**src/verilog/cmp_params.svh**
```systemverilog
// Functional notes
// - Analog-configured port pins read as zero
// - Gate select 1 picks pin, 0 comparator
// - Timer counts only when on and, with gate enable set, gate open
// - Sync bit latches comparator on falling edge
// - Sync latch clocked after the prescaler
// - Counter advances on rising timer clock edge
// - Mirror bits show both outputs, same read
// - Mirror read leaves mismatch latches alone
// - Alt clock bit picks fosc or fosc/4
// - Hysteresis enables per comparator, bits 3/2
// - Aux control resets to 00-0 0010
// - Aux bit 5 reads zero, ignores writes
// - Control-0 read loads mismatch latch
`ifndef CMP_PARAMS_SVH
`define CMP_PARAMS_SVH
`define ADDR_AUX_CONTROL     4'h0
`define ADDR_ONE_CONTROL     4'h1
`define ADDR_TWO_CONTROL     4'h2
`define ADDR_PORT_A          4'h3
`define ADDR_ANALOG_SEL      4'h4
`define ADDR_TIMER_CTRL      4'h5
`define ADDR_COUNT_LO        4'h6
`define ADDR_COUNT_HI        4'h7
`define AUX_RESET            8'h02
`define AUX_WRITE_MASK       8'h1f
`define CON0_RESET           8'h00
`define CON0_WRITE_MASK      8'hb7
`define ANALOG_SEL_RESET     8'hff
`define TCTRL_RESET          8'h00
`define BIT_MIRROR_ONE       7
`define BIT_MIRROR_TWO       6
`define BIT_ALT_CLOCK        4
`define BIT_HYS_ONE          3
`define BIT_HYS_TWO          2
`define BIT_GATE_SELECT      1
`define BIT_SYNC_EN          0
`define BIT_CON0_ON          7
`define BIT_CON0_OUT         6
`define BIT_CON0_POL         4
`define BIT_T_ON             0
`define BIT_T_GATE_EN        1
`define BIT_T_PRE_LO         4
`define QUARTER_DIV          2'h3
`endif

```
**src/verilog/cmp_pkg.sv**
```systemverilog
package cmp_pkg;
	typedef logic [7:0]  byte_t;
	typedef logic [3:0]  addr_t;
	typedef logic [15:0] count_t;
endpackage

```
**src/verilog/tick_if.sv**
```systemverilog
`timescale 1ns/1ps
interface tick_if;
	logic tick;
	logic rise;
	logic fall;
	modport src (output tick, output rise, output fall);
	modport dst (input tick, input rise, input fall);
endinterface

```
**src/verilog/cmp_ctrl.sv**
```systemverilog
`timescale 1ns/1ps
`include "cmp_params.svh"
module cmp_ctrl
(
	input  wire logic          clk,
	input  wire logic          srst,
	input  wire cmp_pkg::addr_t addr,
	input  wire cmp_pkg::byte_t wdata,
	input  wire logic          wr,
	input  wire logic          rd,
	output cmp_pkg::byte_t     rdata,
	input  wire logic          cmp_one_raw,
	input  wire logic          cmp_two_raw,
	input  wire logic          external_gate_pin,
	input  wire logic [5:0]    port_pins,
	output logic               cmp_one_hysteresis_en,
	output logic               cmp_two_hysteresis_en,
	output logic               cmp_one_mismatch,
	output logic               cmp_two_mismatch,
	output logic               timer_gate
);
	import cmp_pkg::*;
	typedef struct packed {
		byte_t  aux;
		byte_t  con_one;
		byte_t  con_two;
		byte_t  analog_sel;
		byte_t  tctrl;
		count_t count;
		logic   seen_one;
		logic   seen_two;
		logic   synced_two;
		logic [2:0] raw_one;
		logic [2:0] raw_two;
		logic [2:0] gate_pin;
		logic [5:0] pins_a;
		logic [5:0] pins_b;
		logic [5:0] pins_c;
		logic   one_now;
		logic   two_now;
		byte_t  rdata;
		logic   gate;
	} ctrl_s;
	ctrl_s st_q;
	ctrl_s st_d;
	logic  out_one;
	logic  out_two;
	logic  sel_two;
	logic  gate_src;
	logic  gate_on;
	tick_if tk ();
	timer_tick_gen u_tick
	(
		.clk       (clk),
		.srst      (srst),
		.alt_clock (st_q.aux[`BIT_ALT_CLOCK]),
		.prescale  (st_q.tctrl[`BIT_T_PRE_LO+1:`BIT_T_PRE_LO]),
		.tk        (tk)
	);
	// Stable level: second and third sync stages agree
	function automatic logic settle(input logic [2:0] s, input logic old);
		settle = (s[1] == s[2]) ? s[2] : old;
	endfunction
	// Control-0 layout with live output bit inserted
	function automatic byte_t con0_view(input byte_t r, input logic o);
		con0_view = r;
		con0_view[`BIT_CON0_OUT] = o;
		con0_view[3] = 1'b0;
	endfunction
	// Polarity-adjusted outputs, forced low while disabled
	assign out_one = st_q.con_one[`BIT_CON0_ON] &
		(st_q.one_now ^ st_q.con_one[`BIT_CON0_POL]);
	assign out_two = st_q.con_two[`BIT_CON0_ON] &
		(st_q.two_now ^ st_q.con_two[`BIT_CON0_POL]);
	assign sel_two = st_q.aux[`BIT_SYNC_EN] ? st_q.synced_two : out_two;
	always_comb
	begin
		st_d = st_q;
		st_d.raw_one = {st_q.raw_one[1:0], cmp_one_raw};
		st_d.raw_two = {st_q.raw_two[1:0], cmp_two_raw};
		st_d.gate_pin = {st_q.gate_pin[1:0], external_gate_pin};
		st_d.pins_a = port_pins;
		st_d.pins_b = st_q.pins_a;
		st_d.pins_c = st_q.pins_b;
		st_d.one_now = settle(st_q.raw_one, st_q.one_now);
		st_d.two_now = settle(st_q.raw_two, st_q.two_now);
		// Capture on the falling edge after the prescaler
		if (tk.fall)
			st_d.synced_two = out_two;
		gate_src = st_q.aux[`BIT_GATE_SELECT] ?
			settle(st_q.gate_pin, st_q.gate) : sel_two;
		st_d.gate = gate_src;
		gate_on = st_q.tctrl[`BIT_T_ON] &
			(~st_q.tctrl[`BIT_T_GATE_EN] | st_q.gate);
		// Count on the rising edge only, never against a fall
		if (tk.rise && gate_on)
			st_d.count = st_q.count + 16'h0001;
		st_d.rdata = 8'h00;
		if (rd)
		begin
			case (addr)
				`ADDR_AUX_CONTROL:
					st_d.rdata = {out_one, out_two, 1'b0,
						st_q.aux[4:0]};
				`ADDR_ONE_CONTROL:
				begin
					st_d.rdata = con0_view(st_q.con_one, out_one);
					st_d.seen_one = out_one;
				end
				`ADDR_TWO_CONTROL:
				begin
					st_d.rdata = con0_view(st_q.con_two, out_two);
					st_d.seen_two = out_two;
				end
				`ADDR_PORT_A:
					st_d.rdata = {2'h0,
						st_q.pins_c & ~st_q.analog_sel[5:0]};
				`ADDR_ANALOG_SEL: st_d.rdata = st_q.analog_sel;
				`ADDR_TIMER_CTRL: st_d.rdata = st_q.tctrl;
				`ADDR_COUNT_LO:   st_d.rdata = st_q.count[7:0];
				`ADDR_COUNT_HI:   st_d.rdata = st_q.count[15:8];
				default:          st_d.rdata = 8'h00;
			endcase
		end
		if (wr)
		begin
			case (addr)
				`ADDR_AUX_CONTROL:
					st_d.aux = wdata & `AUX_WRITE_MASK;
				`ADDR_ONE_CONTROL:
				begin
					st_d.con_one = wdata & `CON0_WRITE_MASK;
					st_d.seen_one = out_one;
				end
				`ADDR_TWO_CONTROL:
				begin
					st_d.con_two = wdata & `CON0_WRITE_MASK;
					st_d.seen_two = out_two;
				end
				`ADDR_ANALOG_SEL: st_d.analog_sel = wdata;
				`ADDR_TIMER_CTRL: st_d.tctrl = wdata;
				`ADDR_COUNT_LO:   st_d.count[7:0] = wdata;
				`ADDR_COUNT_HI:   st_d.count[15:8] = wdata;
				default:          st_d.count = st_d.count;
			endcase
		end
	end
	always_ff @(posedge clk)
	begin
		if (srst)
		begin
			st_q <= '0;
			st_q.aux <= `AUX_RESET;
			st_q.analog_sel <= `ANALOG_SEL_RESET;
		end
		else
			st_q <= st_d;
	end
	assign rdata = st_q.rdata;
	assign cmp_one_hysteresis_en = st_q.aux[`BIT_HYS_ONE];
	assign cmp_two_hysteresis_en = st_q.aux[`BIT_HYS_TWO];
	assign cmp_one_mismatch = out_one ^ st_q.seen_one;
	assign cmp_two_mismatch = out_two ^ st_q.seen_two;
	assign timer_gate = st_q.gate;
	// Checks
	a_aux_reset_value: assert property (@(posedge clk)
		$fell(srst) |-> st_q.aux == `AUX_RESET)
		else $error("aux reset value wrong");
	a_port_analog_zero: assert property (@(posedge clk)
		disable iff (srst) rd && addr == `ADDR_PORT_A
		|=> (rdata[5:0] & st_q.analog_sel[5:0]) == 6'h00)
		else $error("analog pin read non-zero");
	a_mirror_read_same: assert property (@(posedge clk)
		disable iff (srst) rd && addr == `ADDR_AUX_CONTROL
		|=> rdata[7:6] == $past({out_one, out_two}))
		else $error("mirror bits wrong");
	a_mirror_no_touch: assert property (@(posedge clk)
		disable iff (srst) rd && addr == `ADDR_AUX_CONTROL && !wr
		|=> $stable({st_q.seen_one, st_q.seen_two}))
		else $error("mirror read moved latch");
	a_unused_bit_zero: assert property (@(posedge clk)
		disable iff (srst) st_q.aux[5] == 1'b0)
		else $error("aux bit 5 set");
	a_read_loads_latch: assert property (@(posedge clk)
		disable iff (srst) rd && addr == `ADDR_ONE_CONTROL
		|=> st_q.seen_one == $past(out_one))
		else $error("latch not loaded");
	a_count_needs_on: assert property (@(posedge clk)
		disable iff (srst) !st_q.tctrl[`BIT_T_ON] && !wr
		|=> $stable(st_q.count))
		else $error("count while off");
	a_count_on_rise: assert property (@(posedge clk)
		disable iff (srst) !wr && st_q.count != st_d.count |-> tk.rise)
		else $error("count off rise");
	a_hys_follows_bit: assert property (@(posedge clk)
		disable iff (srst) wr && addr == `ADDR_AUX_CONTROL
		|=> cmp_two_hysteresis_en == $past(wdata[2]))
		else $error("hysteresis enable wrong");
	// Gate must follow the selected source one cycle later
	a_gate_pin_route: assert property (@(posedge clk)
		disable iff (srst)
		st_q.aux[`BIT_GATE_SELECT] && st_q.gate_pin[2:1] == 2'b11
		|=> timer_gate)
		else $error("pin gate not routed");
	a_gate_cmp_route: assert property (@(posedge clk)
		disable iff (srst) !st_q.aux[`BIT_GATE_SELECT]
		|=> timer_gate == $past(sel_two))
		else $error("comparator gate not routed");
	// Synced copy may only move on a prescaled falling edge
	a_sync_on_fall: assert property (@(posedge clk)
		disable iff (srst) !tk.fall |=> $stable(st_q.synced_two))
		else $error("sync copy moved off a fall");
	a_count_gate_shut: assert property (@(posedge clk)
		disable iff (srst)
		st_q.tctrl[`BIT_T_GATE_EN] && !st_q.gate && !wr
		|=> $stable(st_q.count))
		else $error("count with gate shut");
	c_gate_comparator: cover property (@(posedge clk)
		!st_q.aux[`BIT_GATE_SELECT] && tk.rise && gate_on);
	c_sync_capture: cover property (@(posedge clk)
		st_q.aux[`BIT_SYNC_EN] && tk.fall && out_two);
	c_mismatch: cover property (@(posedge clk) cmp_one_mismatch);
	c_gate_pin: cover property (@(posedge clk)
		st_q.aux[`BIT_GATE_SELECT] && tk.rise && gate_on);
	c_alt_clock: cover property (@(posedge clk)
		st_q.aux[`BIT_ALT_CLOCK] && tk.rise && gate_on);
endmodule

```
**src/verilog/timer_tick_gen.sv**
```systemverilog
`timescale 1ns/1ps
`include "cmp_params.svh"
// Builds the timer clock as a level plus edge pulses on clk
module timer_tick_gen
(
	input  wire logic clk,
	input  wire logic srst,
	input  wire logic alt_clock,
	input  wire logic [1:0] prescale,
	tick_if.src       tk
);
	import cmp_pkg::*;
	typedef struct packed {
		logic [1:0] quarter;
		logic [7:0] pre;
		logic       level;
	} tick_s;
	tick_s st_q;
	tick_s st_d;
	logic  src_en;
	logic  lvl_n;
	// Base source: fosc every cycle, or fosc/4
	always_comb
	begin
		st_d = st_q;
		st_d.quarter = st_q.quarter + 2'h1;
		src_en = alt_clock | (st_q.quarter == `QUARTER_DIV);
		if (src_en)
			st_d.pre = st_q.pre + 8'h01;
		lvl_n = st_q.level;
		// Prescaled level from a divider bit; each step halves the rate
		case (prescale)
			2'h0: lvl_n = src_en ? ~st_q.level : st_q.level;
			2'h1: lvl_n = st_d.pre[1];
			2'h2: lvl_n = st_d.pre[2];
			default: lvl_n = st_d.pre[3];
		endcase
		st_d.level = lvl_n;
	end
	always_ff @(posedge clk)
	begin
		if (srst)
			st_q <= '0;
		else
			st_q <= st_d;
	end
	// Edges after the prescaler, so the sync latch sees the same clock
	assign tk.tick = st_q.level;
	assign tk.rise = st_d.level & ~st_q.level;
	assign tk.fall = ~st_d.level & st_q.level;
endmodule
```
**config.mk**
```make
export PLATFORM = sky130hd
export DESIGN_NAME = cmp_ctrl
export DESIGN_NICKNAME = d
export VERILOG_FILES = /design/src/verilog/cmp_pkg.sv /design/src/verilog/tick_if.sv /design/src/verilog/cmp_ctrl.sv /design/src/verilog/timer_tick_gen.sv
export VERILOG_INCLUDE_DIRS = /design/src /design/src/verilog
export SDC_FILE = /design/constraint.sdc
export NUM_CORES = 1
export LEC_CHECK = 0
export ABC_AREA = 1
export BUFFER_PORTS_ARGS = -buffer_cell sky130_fd_sc_hd__buf_4
export CORE_ASPECT_RATIO = 0.75
export CORE_UTILIZATION = 50
export CTS_BUF_LIST = sky130_fd_sc_hd__clkbuf_8
export CTS_CLUSTER_SIZE = 8
export DETAILED_ROUTE_END_ITERATION = 6
export PLACE_DENSITY = 0.72
export SETUP_SLACK_MARGIN = 0.5
export SYNTH_ARGS = -nofsm -noshare
export SYNTH_HDL_FRONTEND = slang
export SYNTH_SLANG_ARGS = --single-unit
```
**constraint.sdc**
```tcl
create_clock -name clk -period 3.7 [get_ports clk]
set_input_delay 0.74 -clock clk [delete_from_list [all_inputs] [get_ports clk]]
set_output_delay 0.74 -clock clk [all_outputs]
set_load 0.05 [all_outputs]
```
==> flow_metrics.py, run 1 <==
metrics = {
    "placement": {
        "pre_cts_slack_ns": 1.468,
        "place.gp.congestion": 0.9376,
        "place_area_um2": 4796,
        "hpwl_um": 9203,
        "numPortBuffers": 37,
    },
    "cells_and_area": {
        "finalInstanceArea_um2": 4996,
        "fillers": 828,
        "areaGrowthSynthToFinish_pct": 10.18,
        "antenna_cells": 0,
        "layout.nets": 696,
        "drive_gt1_frac": 0.1070,
    },
    "synth": {
        "ys_top_cells_by_area": "dfxtp_1 43%, nand2_1 9.9%, inv_1 8.8%, nor2_1 6.6%, nand3_1 5.6%",
        "ys_seq_area_frac": 0.4283,
        "synth_top_cell_area_share": 0.4283,
        "ys_types": 33,
        "ys_ff_latch": 97,
        "synthCells": 646,
        "synth-edff-count": 0,
        "yosys-top-cells-count": "120 x nand2_1, 106 x inv_1, 97 x dfxtp_1",
        "syn-num-nets": 674,
        "synth_flop_cell": "dfxtp_1",
        "synth_most_common_cell": "nand2_1",
        "yosys.area.top_type": "dfxtp_1",
        "async_flop_share": 0,
        "yosys_warnings": 0,
        "synth_area_um2": 4534,
        "syn_avg_cell_area_um2": 7.019,
    },
    "power": {
        "power_frac_seq": 0.546,
        "p_leak_nw": 2.265,
        "vdd_drop_max_mv": 0.2318,
        "p_clk_frac": 0.357,
        "combPwrFrac": 0.098,
        "power_switching_w": 0.0005515,
        "switching_share": 0.2749,
        "power.internal_w": 0.001455,
        "p_per_area_nw_per_um2": 401.6,
    },
    "floorplanning": {
        "initial_core_util": 0.5251,
        "fp.dieW_um": 112.0,
        "pin_count": 38,
        "die_h_um": 84.47,
        "rows": 29,
        "core_area_um2": 8636,
        "die-area_um2": 9457,
    },
    "sta": {
        "fin_worst_skew_ns": 0.005461,
        "report.final.setup_viol": 0,
        "hold_viol_final": 0,
        "maxSlewHeadroom": 0.5427,
        "tightest_slew_ns": 0.6818,
        "timing.hold.ws_ns": 0.4096,
        "max_freq_mhz": 398.5,
        "rsz0062_at_grt": "no",
        "fin_tns_setup_ns": 0,
        "fin_crit_sh": 0.6782,
        "period_needed_ns": 2.509,
        "finalWorstSetupSlack_ns": 1.191,
        "slew_violations": 0,
    },
    "global_route": {
        "first_global_vias": 3975,
        "grt_max_degree": 55,
        "antenna_found_initial": 0,
        "gr-usage-all-layers": 0.2892,
        "grt-ovfl-total": 0,
        "grt_pass1_wl_um": 20750,
    },
    "worst_setup_path": {
        "crit_buf_inv": 1,
        "crit_chain": "nor2_1, nor2_1, xor2_1, buf_4",
        "r2r_setup_slack_ns": 1.68,
        "required_ns": 2.96,
        "r2r_start": "timer_gate$_SDFFE_PP0P_",
        "cpPeakStageDelay_ns": 0.51,
        "crit_start": "st_q[9]$_SDFFE_PP0N_",
        "critical_path.startpoint_type": "flop",
        "crit_type": "reg2out",
        "cp.arrival_ns": 1.77,
        "worst_setup_path_end_kind": "primary output",
        "worstReg2RegEnd": "st_q[52]$_SDFF_PP0_",
        "crit_slowest_cell": "nor2_1",
        "r2r_cells": 7,
        "critPathMaxFanout": 5,
        "critPathMostFrequentCell": "nor2_1",
        "cp_top_family": "simple AND/OR/NAND/NOR gates",
    },
    "clocking": {
        "cts_resized": 0,
        "cts_setup_buffers": 0,
        "clk_latency_ns": 0.37,
        "cts_buffer_depth": 2,
        "tritoncts": "done",
        "cts-root-buf": "clkbuf_8",
        "postCtsHoldBufs": 0,
        "cts.sinks": 97,
        "clk_pin_slew_ns": 0.10,
        "cts_buffers": 9,
        "htreeDepth": 3,
    },
    "route": {
        "drt_wl_total_um": 12910,
        "via_count": 4354,
        "wl_met3_um": 1482,
        "drc": 3,
        "drtAntennaViolNets": 0,
        "avgRoutedWirePerCell_um": 16.53,
        "drt_iter0_drc": 316,
        "m1WireLength_um": 6040,
        "avgViaCountPerCell": 5.575,
        "first_pass_iters": 7,
        "routed.top_layer": "met4",
        "wl_met2_um": 5266,
    },
    "run_status": {
        "status": "complete, but fails checks",
        "violations": "DRC",
    },
    "min_path": {
        "hold_path_class": "reg2reg",
        "hold_end": "st_q[12]$_SDFF_PP0_",
        "min_from": "st_d[12]$_SDFF_PP0_",
        "hold_depth": 2,
    },
    "flow_run": {
        "cap_violations": 0,
    },
}
## cell usage in the layout, fill, tap and decap left out, types with 2 or more instances in the layout
cell type  instances
xor2_1            12
nor2_2             3
o21ai_0           38
inv_6              3
o22ai_1            7
o21ai_1            2
nor3_2             3
a21oi_1           39
ha_1               3
clkbuf_8           9
dfxtp_1           97
inv_1            107
clkinv_1           2
buf_4             38
nand2_1          120
nand2_2            4
nor3_1             4
o211ai_1           5
nand4_1           20
inv_2              6
nor2_1            80
nand3_1           51
a41oi_1            2
a211oi_1           2
a221oi_1           7
## worst max-delay path by stage
| stage | end | slack, ns | cells past startpoint |
|---|---|---|---|
| after floorplan | cmp_two_mismatch | 1.55 | 4 |
| after detailed placement | st_q[71]$_SDFFE_PP1P_ | 1.47 | 7 |
| final | cmp_two_mismatch | 1.19 | 4 |
| after global routing | cmp_two_mismatch | 1.13 | 5 |
| after global placement | st_q[67]$_SDFFE_PP1P_ | 1.51 | 7 |
| after CTS | cmp_two_mismatch | 1.23 | 5 |
## stage by stage
| step | utilization | total power, W | instances |
|---|---|---|---|
| 2_1_floorplan | - | 0.001238 | 646 |
| 3_3_place_gp | 0.5553 | 0.001304 | 765 |
| 3_5_place_dp | 0.5553 | 0.001311 | 765 |
| 4_1_cts | 0.5785 | 0.002015 | 781 |
| 5_1_grt | 0.5785 | 0.002081 | 781 |
| 6_report | 0.5785 | 0.002007 | 781 |
## state kept, by name, summed over array words and instances (netlist names)
name                   flops
u_tick.tk.tick             1
st_d                      18
rdata                      8
st_q                      61
u_tick.st_q                6
cmp_two_hysteresis_en      1
cmp_one_hysteresis_en      1
timer_gate                 1
## tightest hold or removal path: stages, from the launching register on
cell	delay [ns]
dfxtp_1	0.31
inv_1	0.04
nor2_1	0.03
## layer usage
| layer | global-route usage | vias up |
|---|---|---|
| li1 | - | 2102 |
| met1 | 0.4257 | 2013 |
| met2 | 0.4246 | 225 |
| met3 | 0.06715 | 14 |
| met4 | 0.07273 | 0 |
| met5 | 0 | - |
## power groups by stage
stage / combinational (W) / sequential (W) / clock (W)
2_1_floorplan: 0.000125 / 0.00111 / 0
3_3_place_gp: 0.000186 / 0.00112 / 0
3_5_place_dp: 0.000192 / 0.00112 / 0
4_1_cts: 0.000193 / 0.00109 / 0.000728
5_1_grt: 0.000218 / 0.00110 / 0.000765
6_report: 0.000196 / 0.00109 / 0.000716
## cell type report
class	instances	area, um^2	area share
clock buffers	9	123.9	0.02479
clock inverters	7	76.32	0.01528
inverters	114	427.9	0.08565
multi-input cells	408	2006	0.4015
flip-flops and latches	97	1942	0.3887
well taps	108	135.1	0.02705
repair buffers	38	285.3	0.05710
## kinds of logic (layout without fill, tap and decap cells)
group / after synthesis / in the layout / synth area share
buffers and inverters: 141 / 168 / 0.1294
adders and majority gates: 3 / 3 / 0.008279
DFF: 97 / 97 / 0.4283
and+or+nand+nor: 288 / 288 / 0.2798
AOI/OAI and AO/OA: 105 / 105 / 0.1311
xor gates and xnor gates: 12 / 12 / 0.02318
Power figures use the tool's default switching activity.
==> run 2: changes to the inputs <==
Settings changed: PLACE_DENSITY 0.72 to 0.74.
Clock period 3.7 ns to 2.05 ns, I/O delays scaled along.
==> flow_metrics.py, run 2 (synthesis results as in run 1) <==
metrics = {
    "cells_and_area": {
        "antenna_cells": 0,
        "fillers": 748,
        "drive_gt1_frac": 0.2168,
        "final_common_cell": "inv_1",
        "utilization": 0.6356,
        "final_cell_mix": "103 x inv_1, 100 x nand2_1, 85 x dfxtp_1, 77 x nor2_1, 54 x buf_4",
        "areaGrowthSynthToFinish_pct": 21.05,
        "finalInstanceArea_um2": 5489,
        "largest_register_ffs": 61,
        "layoutNonFillerInstCount": 809,
        "largest_register": "st_q",
        "layout.nets": 724,
    },
    "global_route": {
        "gr-usage-all-layers": 0.2867,
        "grt-ovfl-total": 0,
        "first_global_vias": 3938,
        "grt_max_degree": 32,
        "antenna_found_initial": 0,
        "grt_pass1_wl_um": 20600,
    },
    "route": {
        "drtAntennaViolNets": 0,
        "avgRoutedWirePerCell_um": 16.21,
        "via_count": 4448,
        "drt_iter0_drc": 454,
        "drc": 1,
        "drt_wl_total_um": 13110,
        "first_pass_iters": 7,
        "avgViaCountPerCell": 5.498,
    },
    "clocking": {
        "postCtsHoldBufs": 0,
        "tritoncts": "done",
        "clk_latency_ns": 0.38,
        "cts_buffer_depth": 2,
        "cts_buffers": 9,
        "cts-root-buf": "clkbuf_8",
        "htreeDepth": 3,
        "cts.sinks": 97,
        "clk_pin_slew_ns": 0.10,
    },
    "sta": {
        "fin_crit_sh": 0.8810,
        "slew_violations": 0,
        "fin_tns_setup_ns": 0,
        "hold_viol_final": 0,
        "tightest_slew_ns": 0.5427,
        "rsz0062_at_grt": "yes",
        "maxSlewHeadroom": 0.6378,
        "period_needed_ns": 1.806,
        "fin_worst_skew_ns": 0.009171,
        "max_freq_mhz": 553.7,
        "report.final.setup_viol": 0,
    },
    "floorplanning": {
        "initial_core_util": 0.5251,
        "die_h_um": 84.47,
        "core_area_um2": 8636,
        "rows": 29,
        "fp.dieW_um": 112.0,
        "pin_count": 38,
        "die-area_um2": 9457,
    },
    "worst_setup_path": {
        "r2r_start": "u_tick.st_q[9]$_SDFF_PP0_",
        "crit_type": "reg2out",
        "crit_start": "st_q[10]$_SDFFE_PP0N_",
        "critical_path.startpoint_type": "flop",
        "cp.arrival_ns": 1.40,
        "critPathMaxFanout": 3,
        "worst_setup_path_end_kind": "primary output",
        "required_ns": 1.64,
    },
    "placement": {
        "hpwl_um": 8909,
        "numPortBuffers": 37,
        "place_area_um2": 4902,
        "dp.cells": 774,
        "place.gp.congestion": 1.021,
    },
    "run_status": {
        "status": "complete, but fails checks",
        "violations": "DRC",
    },
    "power": {
        "vdd_drop_max_mv": 0.5298,
        "power_w": 0.003716,
        "p_per_area_nw_per_um2": 677.0,
        "p_leak_nw": 2.437,
    },
    "min_path": {
        "min_from": "port_pins[3]",
        "hold_path_class": "in2reg",
    },
    "flow_run": {
        "cap_violations": 0,
    },
}
-- run 2: path summary, 6_finish.rpt --
kind                         end  slack (ns)  cells past startpoint
max             cmp_one_mismatch        0.24                      6
max reg2reg  st_q[46]$_SDFF_PP0_        0.33                     12
min          st_d[20]$_SDFF_PP0_        0.22                      3
min reg2reg  st_d[34]$_SDFF_PP0_        0.40                      2
-- run 2: per-stage QoR --
step	hold slack, ns	worst slack, ns
floorplan	0.3883	0.5152
global placement	0.3895	0.2242
detailed placement	0.3944	0.1819
CTS	0.2125	0.2253
global route	0.2183	0.1693
finish	0.2195	0.2440
-- run 2: cell type report --
cell class	count	area (um^2)	area share
multi-input combinational	412	2252	0.4103
sequential	97	1957	0.3565
timing repair buffer	62	513.0	0.09346
inverter	114	430.4	0.07841
tap	108	135.1	0.02462
clock buffer	9	123.9	0.02257
clock inverter	7	77.57	0.01413
-- run 2: worst max-delay path, stage by stage, from the launching register on --
cell	delay [ns]
dfxtp_2	0.35
nand2_1	0.06
nand2_1	0.04
nor2_1	0.10
buf_4	0.15
xor2_4	0.15
buf_6	0.17
-- run 2: routing by layer --
| metal | global-route usage | share of wire |
|---|---|---|
| met3 | 0.06931 | 0.096 |
| met1 | 0.4048 | 0.45 |
| met4 | 0.09939 | 0.016 |
| met2 | 0.4274 | 0.43 |
| met5 | 0 | 0 |
-- run 2: power breakdown --
group / switching [W] / internal [W]
Combinational: 0.000289 / 0.000170
Clock: 0.000702 / 0.000574
Sequential: 0.0000417 / 0.00194
-- run 2: timing repair --
item | CTS | global route
setup endpoints to repair | 20 | 35
hold endpoints to repair | 0 | 0
pin swaps | 20 | 25
buffers inserted | 9 | 6
gates resized for setup | 37 | 29
cloned | 4 | 0
==> run 3: changes to the inputs <==
--- a/config.mk
+++ b/config.mk
@@ -14,5 +14,5 @@
 export CTS_CLUSTER_SIZE = 8
 export DETAILED_ROUTE_END_ITERATION = 6
-export PLACE_DENSITY = 0.74
+export PLACE_DENSITY = 0.72
 export SETUP_SLACK_MARGIN = 0.5
 export SYNTH_ARGS = -nofsm -noshare
==> constraint.sdc (replaced) <==
create_clock -name clk -period 2.3 [get_ports clk]
set_input_delay 0 -clock clk [delete_from_list [all_inputs] [get_ports clk]]
set_output_delay 0 -clock clk [all_outputs]
set_load 0.05 [all_outputs]
==> flow_metrics.py, run 3 (synthesis results as in run 1) <==
metrics = {
    "placement": {
        "hpwl_um": 8555,
        "place.gp.congestion": 0.9223,
        "numPortBuffers": 37,
        "pre_cts_slack_ns": 0.5574,
    },
    "sta": {
        "fin_worst_skew_ns": 0.01050,
        "slew_violations": 0,
        "report.final.setup_viol": 0,
        "max_freq_mhz": 594.2,
        "rsz0062_at_grt": "no",
        "period_needed_ns": 1.683,
        "fin_crit_sh": 0.7317,
        "hold_viol_final": 0,
        "tightest_slew_ns": 0.5811,
        "maxSlewHeadroom": 0.6126,
        "finalWorstSetupSlack_ns": 0.6171,
        "fin_tns_setup_ns": 0,
    },
    "worst_setup_path": {
        "worst_setup_path_end_kind": "primary output",
        "critPathMaxFanout": 5,
        "critPathMostFrequentCell": "nand2_1",
        "crit_chain": "nand2_1, nand2_1, nor2_1, xor2_1, buf_4",
        "crit_slowest_cell": "nor2_1",
        "cpPeakStageDelay_ns": 0.44,
        "crit_buf_inv": 1,
        "cp.arrival_ns": 1.68,
        "cp_top_family": "simple AND/OR/NAND/NOR gates",
        "required_ns": 2.30,
        "crit_type": "reg2out",
        "critical_path.startpoint_type": "flop",
    },
    "clocking": {
        "cts_buffer_depth": 2,
        "cts_buffers": 9,
        "tritoncts": "done",
        "cts-root-buf": "clkbuf_8",
        "htreeDepth": 3,
        "clk_latency_ns": 0.37,
        "clk_pin_slew_ns": 0.09,
        "cts.sinks": 97,
    },
    "run_status": {
        "status": "complete, but fails checks",
        "violations": "DRC",
    },
    "route": {
        "avgRoutedWirePerCell_um": 15.27,
        "drtAntennaViolNets": 0,
        "avgViaCountPerCell": 5.461,
        "drc": 3,
        "via_count": 4407,
        "drt_wl_total_um": 12320,
        "first_pass_iters": 7,
        "drt_iter0_drc": 372,
    },
    "floorplanning": {
        "core_area_um2": 8636,
        "pin_count": 38,
        "initial_core_util": 0.5251,
        "die_h_um": 84.47,
        "die-area_um2": 9457,
        "fp.dieW_um": 112.0,
        "rows": 29,
    },
    "global_route": {
        "gr-usage-all-layers": 0.2710,
        "grt_max_degree": 54,
        "first_global_vias": 3957,
        "grt-ovfl-total": 0,
        "grt_pass1_wl_um": 19710,
        "antenna_found_initial": 1,
    },
    "cells_and_area": {
        "largest_register": "st_q",
        "largest_register_ffs": 61,
        "antenna_cells": 0,
        "drive_gt1_frac": 0.1330,
        "utilization": 0.6129,
        "areaGrowthSynthToFinish_pct": 16.72,
        "final_cell_mix": "116 x nand2_1, 106 x inv_1, 91 x dfxtp_1, 79 x nor2_1, 51 x nand3_1",
        "final_common_cell": "nand2_1",
        "layout.nets": 722,
    },
    "power": {
        "vdd_drop_max_mv": 0.4570,
        "p_leak_nw": 2.369,
        "p_per_area_nw_per_um2": 599.7,
    },
    "min_path": {
        "hold_path_class": "in2reg",
    },
    "flow_run": {
        "cap_violations": 0,
    },
}
==> run 3: cell types whose count changed in the layout (fill, tap and decap cells not counted), sizes merged <==
cell / previous run / this run
buf: 62 / 42
bufinv: 1 / 0
clkbuf: 9 / 10
clkinv: 5 / 2
clkinvlp: 1 / 2
dlygate4sd3: 0 / 21
inv: 114 / 116
nand2: 128 / 125
==> run 3: what timing repair did <==
action,4_1_cts,5_1_grt
hold endpoints to repair,43,0
endpoints found under the setup margin,0,17
resized for setup,0,20
setup buffers,0,1
hold buffers,21,0
==> run 3: final timing paths <==
check	startpoint	end	slack, ns	cells past startpoint
hold / removal	addr[0]	rdata[6]$_SDFF_PP0_	0.08	4
hold reg to reg	st_d[16]$_SDFF_PP0_	st_q[16]$_SDFF_PP0_	0.40	2
setup reg to reg	u_tick.st_q[9]$_SDFF_PP0_	st_q[38]$_SDFFE_PP0P_	0.63	10
setup / recovery	st_q[9]$_SDFFE_PP0N_	cmp_two_mismatch	0.62	5
==> run 3: layer usage <==
| layer | up-vias | wire length, um | track usage |
|---|---|---|---|
| met5 | - | 13 | 0 |
| met4 | 2 | 191 | 0.09091 |
| met3 | 21 | 1236 | 0.08087 |
| met2 | 222 | 5294 | 0.4133 |
| met1 | 2005 | 5585 | 0.3670 |
| li1 | 2157 | - | - |
==> run 3: through the flow <==
step / area, um^2 / power [W] / instances / hold WS, ns
6_report: 5293 / 0.003174 / 807 / 0.08431
5_1_grt: 5293 / 0.003289 / 807 / 0.09744
4_1_cts: 5215 / 0.003175 / 805 / 0.06965
3_5_place_dp: 4818 / 0.002100 / 768 / 0.2088
3_3_place_gp: 4818 / 0.002092 / 768 / 0.2019
2_1_floorplan: 4534 / 0.001992 / 646 / 0.1070
==> run 3: final cells by class <==
type	count	area (um^2)
well taps	108	135.1
inverters	114	430.4
fillers	828	3343
flip-flops and latches	97	1949
clock buffers	10	137.6
repair buffers	63	525.5
clock inverters	6	48.80
multi-input cells	409	2066
==> run 3: worst min-delay path, delay by kind of cell <==
kind | cells | cell delay, ns
compound gates | 1 | 0.14
buf+inv | 2 | 0.16
simple gates | 1 | 0.08
==> run 3: power breakdown <==
group | switching (W) | internal, W | total (W)
Sequential | 0.0000329 | 0.00173 | 0.00176
Combinational | 0.000223 | 0.000126 | 0.000349
Clock | 0.000627 | 0.000436 | 0.00106
